--- src/logic/clock_pkg.sv ---
// Notes on behaviour
// RULE1: Five multiplex slots: four digit slots, then one strobe slot for control inputs.
// RULE2: Slot rate is one twentieth of the multiplex clock frequency.
// RULE3: Shared pins drive data in slots one to four, sampled in slot five.
// RULE4: Seven-segment mode shows segment patterns; lit segment is low at normal polarity.
// RULE5: Segment and digit-select outputs blank for a quarter of each digit time.
// RULE6: BCD mode shows four-bit codes; zero is all low at normal polarity.
// RULE7: Four digit-select outputs go low one after another, one per digit slot.
// RULE8: Strobe output goes low during the fifth slot to enable the keyboard.
// RULE9: Set-hours low at strobe advances hours by one per second.
// RULE10: Set-minutes low at strobe advances minutes per second, hours per minute.
// RULE11: Reset input low at strobe clears the whole time to zero.
// RULE12: Complement open keeps normal polarity; tied to strobe inverts all data outputs.
// RULE13: Hour-format open gives 12 hour mode; tied to strobe gives 24 hour.
// RULE14: Line select open divides for 50 Hz; tied to strobe for 60 Hz.
// RULE15: Coding select open gives seven-segment; tied to strobe gives BCD.
// RULE16: In 12 hour mode a leading zero in tens of hours is blanked; the code blanks it in seven-segment mode only, BCD mode keeps the zero code.
// RULE17: After power-up time is zero and counting waits until time is set.
// RULE18: Hours show 1..12 or 0..23; minutes wrap 59 to 0 with carry.
// RULE19: First digit slot carries minute units, fourth slot carries hour tens.
package clock_pkg;

  // ----------------------------------------
  // Multiplex timing
  // ----------------------------------------
  localparam logic [4:0] TICK_LAST = 5'h13;
  localparam logic [4:0] BLANK_TICKS = 5'h05;

  // ----------------------------------------
  // Time keeping counts
  // ----------------------------------------
  localparam logic [5:0] DIV50_LAST = 6'h31;
  localparam logic [5:0] DIV60_LAST = 6'h3b;
  localparam logic [5:0] SEC_LAST = 6'h3b;
  localparam logic [5:0] MIN_LAST = 6'h3b;
  localparam logic [4:0] HOUR_LAST = 5'h17;
  localparam logic [4:0] HOUR_NOON = 5'h0c;

  // ----------------------------------------
  // Shared pin positions
  // ----------------------------------------
  localparam int PIN_SET_HOURS = 0;
  localparam int PIN_BCD_SEL = 1;
  localparam int PIN_HZ_SEL = 2;
  localparam int PIN_FMT_SEL = 3;
  localparam int PIN_COMPL = 4;
  localparam int PIN_CLEAR = 5;
  localparam int PIN_SET_MIN = 6;
  localparam int PIN_BCD0 = 0;
  localparam int PIN_BCD1 = 6;
  localparam int PIN_BCD2 = 5;
  localparam int PIN_BCD3 = 4;

  typedef enum logic [2:0] {
    SLOT_MIN_U,
    SLOT_MIN_T,
    SLOT_HR_U,
    SLOT_HR_T,
    SLOT_STROBE
  } slot_e;

  // Control switches, decoded to active high
  typedef struct packed {
    logic set_hours;
    logic set_min;
    logic clr;
    logic compl;
    logic fmt24;
    logic hz60;
    logic bcd;
  } sw_s;

  typedef struct packed {
    logic [4:0] hours;
    logic [5:0] minutes;
  } time_s;

  localparam sw_s SW_RESET = '0;
  localparam time_s TIME_RESET = '0;

endpackage : clock_pkg

--- src/logic/four_digit_mux_clock.sv ---
`timescale 1ns/100ps
module four_digit_mux_clock (
  input wire logic mclk,
  input wire logic reset,
  input wire logic line_clk_pin,
  input wire logic mux_osc_pin,
  input wire logic [6:0] pad_in,
  output logic [6:0] pad_out,
  output logic [6:0] pad_oe,
  output logic [3:0] digit_sel_n,
  output logic strobe_n,
  output logic counting
);

  // ----------------------------------------
  // Declarations
  // ----------------------------------------
  logic [1:0] line_sync_ff;
  logic [1:0] osc_sync_ff;
  logic line_prev_ff;
  logic osc_prev_ff;
  logic [6:0] pad_sync1_ff;
  logic [6:0] pad_sync2_ff;
  logic [4:0] tick_ff;
  clock_pkg::slot_e slot_ff;
  clock_pkg::sw_s sw_ff;
  logic [5:0] line_cnt_ff;
  logic [5:0] sec_cnt_ff;
  clock_pkg::time_s time_ff;
  logic run_ff;
  logic [6:0] pad_out_ff;
  logic [6:0] pad_oe_ff;
  logic [3:0] digit_sel_n_ff;
  logic strobe_n_ff;

  logic line_edge_w;
  logic osc_edge_w;
  logic slot_end_w;
  logic blank_w;
  logic strobe_slot_w;
  logic sample_w;
  clock_pkg::sw_s sw_w;
  clock_pkg::slot_e nxt_slot;
  logic [4:0] nxt_tick;
  logic [5:0] div_last_w;
  logic sec_tick_w;
  logic set_any_w;
  logic inc_min_w;
  logic min_wrap_w;
  logic inc_hour_w;
  logic [5:0] nxt_line_cnt;
  logic [5:0] nxt_sec_cnt;
  clock_pkg::time_s nxt_time;
  logic nxt_run;
  logic [4:0] disp_h_w;
  logic [7:0] min_bcd_w;
  logic [7:0] hr_bcd_w;
  logic [3:0] digit_w [4];
  logic [3:0] cur_digit_w;
  logic suppress_w;
  logic [6:0] pat_w;
  logic [6:0] bcd_bus_w;
  logic [6:0] data_w;
  logic [6:0] off_w;
  logic [6:0] nxt_pad_out;
  logic [6:0] nxt_pad_oe;
  logic [3:0] nxt_digit_sel_n;
  logic nxt_strobe_n;

  // ----------------------------------------
  // Functions
  // ----------------------------------------
  // Binary 0..59 to two BCD digits, tens in the upper nibble
  function automatic logic [7:0] to_bcd(input logic [5:0] v);
    logic [5:0] t;
    logic [5:0] u;
    t = v / 6'h0a;
    u = v - t * 6'h0a;
    to_bcd = {t[3:0], u[3:0]};
  endfunction : to_bcd

  // ----------------------------------------
  // Input synchronisers
  // ----------------------------------------
  // Both clocks and the shared pins are asynchronous to mclk
  always_ff @(posedge mclk) begin
    if (reset) begin
      line_sync_ff <= 2'h0;
      osc_sync_ff <= 2'h0;
      line_prev_ff <= 1'b0;
      osc_prev_ff <= 1'b0;
      pad_sync1_ff <= 7'h7f;
      pad_sync2_ff <= 7'h7f;
    end else begin
      line_sync_ff <= {line_sync_ff[0], line_clk_pin};
      osc_sync_ff <= {osc_sync_ff[0], mux_osc_pin};
      line_prev_ff <= line_sync_ff[1];
      osc_prev_ff <= osc_sync_ff[1];
      pad_sync1_ff <= pad_in;
      pad_sync2_ff <= pad_sync1_ff;
    end
  end

  // Rising edges seen only after the second stage
  assign line_edge_w = line_sync_ff[1] & ~line_prev_ff;
  assign osc_edge_w = osc_sync_ff[1] & ~osc_prev_ff;

  // ----------------------------------------
  // Multiplex sequencer
  // ----------------------------------------
  // Twenty oscillator edges make one slot
  assign slot_end_w = osc_edge_w && (tick_ff == clock_pkg::TICK_LAST); // RULE2
  assign nxt_tick = slot_end_w ? 5'h00 : (osc_edge_w ? tick_ff + 5'h01 : tick_ff); // RULE2
  assign nxt_slot = (slot_ff == clock_pkg::SLOT_STROBE) ? clock_pkg::SLOT_MIN_U
                  : clock_pkg::slot_e'(slot_ff + 3'h1); // RULE1
  // First quarter of every slot is dark
  assign blank_w = tick_ff < clock_pkg::BLANK_TICKS; // RULE5
  assign strobe_slot_w = slot_ff == clock_pkg::SLOT_STROBE;

  always_ff @(posedge mclk) begin
    if (reset) begin
      tick_ff <= 5'h00;
      slot_ff <= clock_pkg::SLOT_MIN_U;
    end else begin
      tick_ff <= nxt_tick;
      if (slot_end_w) begin
        slot_ff <= nxt_slot; // RULE1
      end
    end
  end

  // ----------------------------------------
  // Control switch sampling
  // ----------------------------------------
  // A switch closed to strobe reads low; an open pin is pulled high.
  // Sampling on the last tick comes fifteen ticks after the strobe falls and just before it rises.
  assign sample_w = strobe_slot_w && slot_end_w; // RULE3
  assign sw_w = '{set_hours: ~pad_sync2_ff[clock_pkg::PIN_SET_HOURS],
                  set_min: ~pad_sync2_ff[clock_pkg::PIN_SET_MIN],
                  clr: ~pad_sync2_ff[clock_pkg::PIN_CLEAR],
                  compl: ~pad_sync2_ff[clock_pkg::PIN_COMPL],
                  fmt24: ~pad_sync2_ff[clock_pkg::PIN_FMT_SEL],
                  hz60: ~pad_sync2_ff[clock_pkg::PIN_HZ_SEL],
                  bcd: ~pad_sync2_ff[clock_pkg::PIN_BCD_SEL]};

  // Options and keys hold until the next strobe slot
  always_ff @(posedge mclk) begin
    if (reset) begin
      sw_ff <= clock_pkg::SW_RESET;
    end else if (sample_w) begin
      sw_ff <= sw_w; // RULE3
    end
  end

  // ----------------------------------------
  // Line divider and seconds
  // ----------------------------------------
  assign div_last_w = sw_ff.hz60 ? clock_pkg::DIV60_LAST : clock_pkg::DIV50_LAST; // RULE14
  assign sec_tick_w = line_edge_w && (line_cnt_ff >= div_last_w);
  assign nxt_line_cnt = sec_tick_w ? 6'h00 : (line_edge_w ? line_cnt_ff + 6'h01 : line_cnt_ff);
  assign set_any_w = sw_ff.set_hours | sw_ff.set_min;
  // Seconds restart while setting so the next minute is a full one
  assign nxt_sec_cnt = (sw_ff.clr || set_any_w || !run_ff) ? 6'h00
                     : !sec_tick_w ? sec_cnt_ff
                     : (sec_cnt_ff == clock_pkg::SEC_LAST) ? 6'h00 : sec_cnt_ff + 6'h01;

  // ----------------------------------------
  // Time counters
  // ----------------------------------------
  // Set keys step once per second; a minute wrap carries into hours
  assign inc_min_w = sec_tick_w && (sw_ff.set_min ||
                     (run_ff && !set_any_w && sec_cnt_ff == clock_pkg::SEC_LAST)); // RULE10
  assign min_wrap_w = inc_min_w && (time_ff.minutes == clock_pkg::MIN_LAST); // RULE18
  assign inc_hour_w = (sec_tick_w && sw_ff.set_hours) || min_wrap_w; // RULE9
  assign nxt_time.minutes = sw_ff.clr ? 6'h00 // RULE11
                          : min_wrap_w ? 6'h00
                          : inc_min_w ? time_ff.minutes + 6'h01 : time_ff.minutes;
  assign nxt_time.hours = sw_ff.clr ? 5'h00 // RULE11
                        : !inc_hour_w ? time_ff.hours
                        : (time_ff.hours == clock_pkg::HOUR_LAST) ? 5'h00 : time_ff.hours + 5'h01; // RULE18
  // Counting stays stopped from power-up until a set key is used
  assign nxt_run = run_ff | set_any_w; // RULE17

  always_ff @(posedge mclk) begin
    if (reset) begin
      line_cnt_ff <= 6'h00;
      sec_cnt_ff <= 6'h00;
      time_ff <= clock_pkg::TIME_RESET; // RULE17
      run_ff <= 1'b0;
    end else begin
      line_cnt_ff <= nxt_line_cnt;
      sec_cnt_ff <= nxt_sec_cnt;
      time_ff <= nxt_time;
      run_ff <= nxt_run;
    end
  end

  // ----------------------------------------
  // Digit selection
  // ----------------------------------------
  // Hours count 0..23 inside; 12 hour mode shows 1..12
  assign disp_h_w = sw_ff.fmt24 ? time_ff.hours // RULE13
                  : (time_ff.hours == 5'h00) ? clock_pkg::HOUR_NOON
                  : (time_ff.hours > clock_pkg::HOUR_NOON) ? time_ff.hours - clock_pkg::HOUR_NOON
                  : time_ff.hours; // RULE18
  assign min_bcd_w = to_bcd(time_ff.minutes);
  assign hr_bcd_w = to_bcd({1'b0, disp_h_w});
  assign digit_w[0] = min_bcd_w[3:0]; // RULE19
  assign digit_w[1] = min_bcd_w[7:4];
  assign digit_w[2] = hr_bcd_w[3:0];
  assign digit_w[3] = hr_bcd_w[7:4]; // RULE19
  assign cur_digit_w = digit_w[slot_ff[1:0]];
  // BCD data keeps every code, so only the segment display is suppressed
  assign suppress_w = !sw_ff.fmt24 && !sw_ff.bcd && (slot_ff == clock_pkg::SLOT_HR_T)
                    && (cur_digit_w == 4'h0); // RULE16

  seg_encode u_seg_encode (
    .digit(cur_digit_w),
    .pattern(pat_w)
  );

  // BCD bits sit on the pins that also carry the set keys, the reset key and the complement switch
  always_comb begin
    bcd_bus_w = 7'h00;
    bcd_bus_w[clock_pkg::PIN_BCD0] = cur_digit_w[0];
    bcd_bus_w[clock_pkg::PIN_BCD1] = cur_digit_w[1];
    bcd_bus_w[clock_pkg::PIN_BCD2] = cur_digit_w[2];
    bcd_bus_w[clock_pkg::PIN_BCD3] = cur_digit_w[3];
  end

  // ----------------------------------------
  // Output drive
  // ----------------------------------------
  // Lit segment is low, BCD one is high; complement flips both
  assign data_w = sw_ff.bcd ? (sw_ff.compl ? ~bcd_bus_w : bcd_bus_w) // RULE6 RULE15 RULE12
                : (sw_ff.compl ? pat_w : ~pat_w); // RULE4 RULE12
  assign off_w = sw_ff.compl ? 7'h00 : 7'h7f;
  assign nxt_pad_out = (blank_w || strobe_slot_w || suppress_w) ? off_w : data_w; // RULE5
  // Pins float through the whole strobe slot so switches can pull them
  assign nxt_pad_oe = strobe_slot_w ? 7'h00 : 7'h7f; // RULE3
  assign nxt_digit_sel_n = (blank_w || strobe_slot_w) ? 4'hf
                         : ~(4'h1 << slot_ff[1:0]); // RULE7 RULE5
  assign nxt_strobe_n = !(strobe_slot_w && !blank_w); // RULE8

  always_ff @(posedge mclk) begin
    if (reset) begin
      pad_out_ff <= 7'h7f;
      pad_oe_ff <= 7'h00;
      digit_sel_n_ff <= 4'hf;
      strobe_n_ff <= 1'b1;
    end else begin
      pad_out_ff <= nxt_pad_out;
      pad_oe_ff <= nxt_pad_oe;
      digit_sel_n_ff <= nxt_digit_sel_n;
      strobe_n_ff <= nxt_strobe_n;
    end
  end

  assign pad_out = pad_out_ff;
  assign pad_oe = pad_oe_ff;
  assign digit_sel_n = digit_sel_n_ff;
  assign strobe_n = strobe_n_ff;
  assign counting = run_ff;
endmodule : four_digit_mux_clock

--- src/logic/seg_encode.sv ---
`timescale 1ns/100ps
// Digit to segment pattern, bit 0 is segment A, 1 means lit
module seg_encode (
  input wire logic [3:0] digit,
  output logic [6:0] pattern
);

  // Codes above nine cannot come from the counters; they show dark
  always_comb begin
    unique case (digit)
      4'h0: pattern = 7'h3f;
      4'h1: pattern = 7'h06;
      4'h2: pattern = 7'h5b;
      4'h3: pattern = 7'h4f;
      4'h4: pattern = 7'h66;
      4'h5: pattern = 7'h6d;
      4'h6: pattern = 7'h7d;
      4'h7: pattern = 7'h07;
      4'h8: pattern = 7'h7f;
      4'h9: pattern = 7'h6f;
      default: pattern = 7'h00;
    endcase
  end

endmodule : seg_encode

--- config.mk ---
export PLATFORM = sky130hd
export DESIGN_NAME = four_digit_mux_clock
export DESIGN_NICKNAME = d
export VERILOG_FILES = /design/src/logic/clock_pkg.sv /design/src/logic/four_digit_mux_clock.sv /design/src/logic/seg_encode.sv
export SDC_FILE = /design/constraint.sdc
export NUM_CORES = 1
export LEC_CHECK = 0
export ABC_AREA = 1
export BUFFER_PORTS_ARGS = -buffer_cell sky130_fd_sc_hd__buf_2
export CAP_MARGIN = 20
export CELL_PAD_IN_SITES_DETAIL_PLACEMENT = 1
export CELL_PAD_IN_SITES_GLOBAL_PLACEMENT = 1
export CORE_MARGIN = 8
export CORE_UTILIZATION = 47
export CTS_CLUSTER_SIZE = 30
export DETAILED_ROUTE_END_ITERATION = 8
export GPL_TIMING_DRIVEN = 0
export PLACE_DENSITY_LB_ADDON = 0.1
export SYNTH_ARGS = -nofsm -noshare
export SYNTH_HDL_FRONTEND = slang
export SYNTH_SLANG_ARGS = --single-unit
--- constraint.sdc ---
create_clock -name mclk -period 6.41 [get_ports mclk]
set_input_delay 0.9615 -clock mclk [delete_from_list [all_inputs] [get_ports mclk]]
set_output_delay 0.9615 -clock mclk [all_outputs]
set_load 0.005 [all_outputs]
==> flow_summary.toml <==
[placed_design]
dp_cells = 627
gp_congestion = 0.849
hpwlAfterDp_mm = 6.85
portBuffers = 30

[cts]
cts_buffer_depth = 2
htreeDepth = 3
clk_latency_ps = 360
cts_root_buf = "clkbuf_8"
cts_buffers = 9
cts_tree = "yes"
cts_hold_buf = 0
cts_resized = 0
clk_pin_slew_ps = 80
postCtsSetupRepairBufs = 0
cts_num_sinks = 72

[timing]
post-route-period-util_pct = 69.5
slew_headroom_pct = 60.3
worst_slew_pin_slew_ps = 589
rsz0062_at_grt = "false"
finalMaxSlewViolations = 0
hold_viol_final = 0
max_freq_mhz = 225
finalSetupViolations = 0
skew_ps = 12.5
min_period_ps = 4450
finalSetupTns_ps = 0

[critical_path]
rrSetupSlack_ps = 1960
cp.arrival_ps = 4680
crit_end = "pad_out[6]"
startpoint_type = "register"
worstSetupEndpointType = "register"
cp_slowest_cell = "dfxtp_1"
r2r_cells = 28
worst_ep_required_time_ps = 6640
reg2reg_from = "time_ff[8]"
startpoint = "time_ff[8]"
reg2reg_to = "pad_out[6]"
cp_max_fo = 8
worst-setup-path-type = "register to register"
slowest_delay_ps = 450

[power_and_ir_drop]
ir_drop_v = 0.000150
powerDensity_nw_per_um2 = 202
power_uw = 853
leakage_nw = 1.83

[flow_run]
maxCapViolations = 0

[global_routing]
grt_max_degree = 15
track_usage_pct = 17.3
overflow = 0
grt_first_pass_wirelength_mm = 15.9
antenna_found_initial = 0
first_global_vias = 3498

[logic_synthesis]
synth_commonest_cells = "nand2_1 (97), dfxtp_1 (72), inv_1 (57), nor2_1 (47), nand3_1 (37)"
synth-edff-count = 0
synth.cell_area_um2 = 3750
syn_nets = 536
synth.distinct_cells = 37
synth_most_common_cell = "nand2_1"
synth_top_area_share_pct = 38.5
synthCells = 495
dominantRegCellSynth = "dfxtp_1"
synth-seq-area-share_pct = 38.5
yosys_warnings = 0
synth.avg_cell_area_um2 = 7.57
async_flop_share_pct = 0
yosys.area.top_type = "dfxtp_1"
synth-seq-cells = 72
synth_area_leaders = "dfxtp_1 (38%), nand2_1 (9.7%), ha_1 (9.3%), inv_1 (5.7%), nand3_1 (4.9%)"

[floorplanning]
die_y_um = 105
initial_core_util_pct = 48.5
core_area_um2 = 7730
num_rows = 32
die_w_um = 105
die-area_um2 = 11100
ioPinCount = 31

[route]
num_vias = 3240
routed_wl_mm = 9.01
viasPerCell = 5.04
drt_iter0_drc = 67
ant_nets = 0
wl_per_cell_um = 14.0
drcViolationCount = 0
first_pass_iters = 4

[cells_and_area]
diodes = 0
area.growth.synth_to_final_pct = 12.8
finalNetCount = 577
fin_cells = 643
fill_cells = 983
final_layout_size_suffix_gt1_share_pct = 19.4

[hold_path]
min_path_type = "register to register"

[outcome]
status = "finished clean"
==> routing by layer <==
metal  GRT usage (%)  share of wire (%)
met5               0                  0
met4            6.22                1.5
met3            3.90                2.8
met2            31.4                 51
met1            19.1                 44
==> cell type report <==
| type | instances | area [µm²] | share of cell area, % |
|---|---|---|---|
| Tap cell | 102 | 128 | 3.02 |
| Clock buffer | 9 | 124 | 2.93 |
| Inverter | 68 | 255 | 6.04 |
| Clock inverter | 7 | 77.6 | 1.84 |
| Sequential cell | 72 | 1440 | 34.1 |
| Timing Repair Buffer | 30 | 150 | 3.55 |
| Buffer | 11 | 65.1 | 1.54 |
| Multi-Input combinational cell | 344 | 1990 | 47.0 |
==> worst min path at each step <==
| stage | startpoint | end | slack, ps | cells past startpoint |
|---|---|---|---|---|
| CTS | pad_sync1_ff[1] | pad_sync2_ff[1] | 410 | 1 |
| floorplan | pad_sync2_ff[0] | sw_ff[6] | 380 | 1 |
| global route | pad_sync1_ff[1] | pad_sync2_ff[1] | 420 | 1 |
| global placement | pad_sync2_ff[5] | sw_ff[4] | 390 | 1 |
| detailed placement | pad_sync2_ff[1] | sw_ff[0] | 390 | 1 |
| finish | pad_sync2_ff[5] | sw_ff[4] | 400 | 1 |
==> power breakdown <==
part           switching [mW]  total, mW  internal (mW)  leakage, nW
registers             0.00259      0.456          0.454        0.585
logic                  0.0137     0.0252         0.0114         1.14
clock network           0.188      0.372          0.184        0.101
==> worst max-delay path: cells and delay by family (launching register included) <==
kind,cells,cell delay (ps)
and+or+nand+nor,17,1790
AOI/OAI and AO/OA,2,300
adders and majority gates,5,1300
buffers and inverters,4,510
DFF,1,450
==> logic make-up after synthesis <==
| group | after synthesis | share of synthesized area (%) |
|---|---|---|
| fa+ha+maj | 30 | 10.4 |
| flops | 72 | 38.5 |
| simple gates | 239 | 30.8 |
| xor+xnor | 8 | 1.87 |
| compound gates | 67 | 9.92 |
| buf+inv | 79 | 8.55 |
==> state kept, by name, indices dropped and copies added (netlist names), 4 cells and up <==
| register | count |
|---|---|
| sec_cnt_ff | 6 |
| time_ff | 11 |
| pad_out | 7 |
| pad_sync1_ff | 7 |
| pad_sync2_ff | 7 |
| sw_ff | 7 |
| line_cnt_ff | 6 |
| digit_sel_n | 4 |
| tick_ff | 5 |
==> per-stage QoR <==
step	cell area (µm²)	utilization [%]	setup WS, ps	hold slack, ps
finish	4230	54.7	1960	402
global route	4230	54.7	1500	416
CTS	4230	54.7	1960	407
detailed placement	4030	52.1	2000	394
global placement	4030	52.1	2140	388
floorplan	3750	-	2640	383
==> placed cells by master, fill, tap and decap left out, types with 2 or more instances in the layout <==
master     count
nand2_1       97
dfxtp_1       72
inv_1         57
nor2_1        47
nand3_1       37
buf_2         31
a21oi_1       30
ha_1          28
o21ai_0       19
or2_2         19
inv_2          9
nand2_2        9
clkbuf_8       9
o21ai_1        7
nand3_2        7
nand4_1        6
nor3b_1        6
xor2_1         6
buf_4          6
clkbuf_1       4
nand2_4        3
nor4_1         3
inv_6          3
a21o_1         2
clkinv_1       2
o2111ai_1      2
xnor2_1        2
a211oi_1       2
fa_1           2
Power figures use the tool's default switching activity.
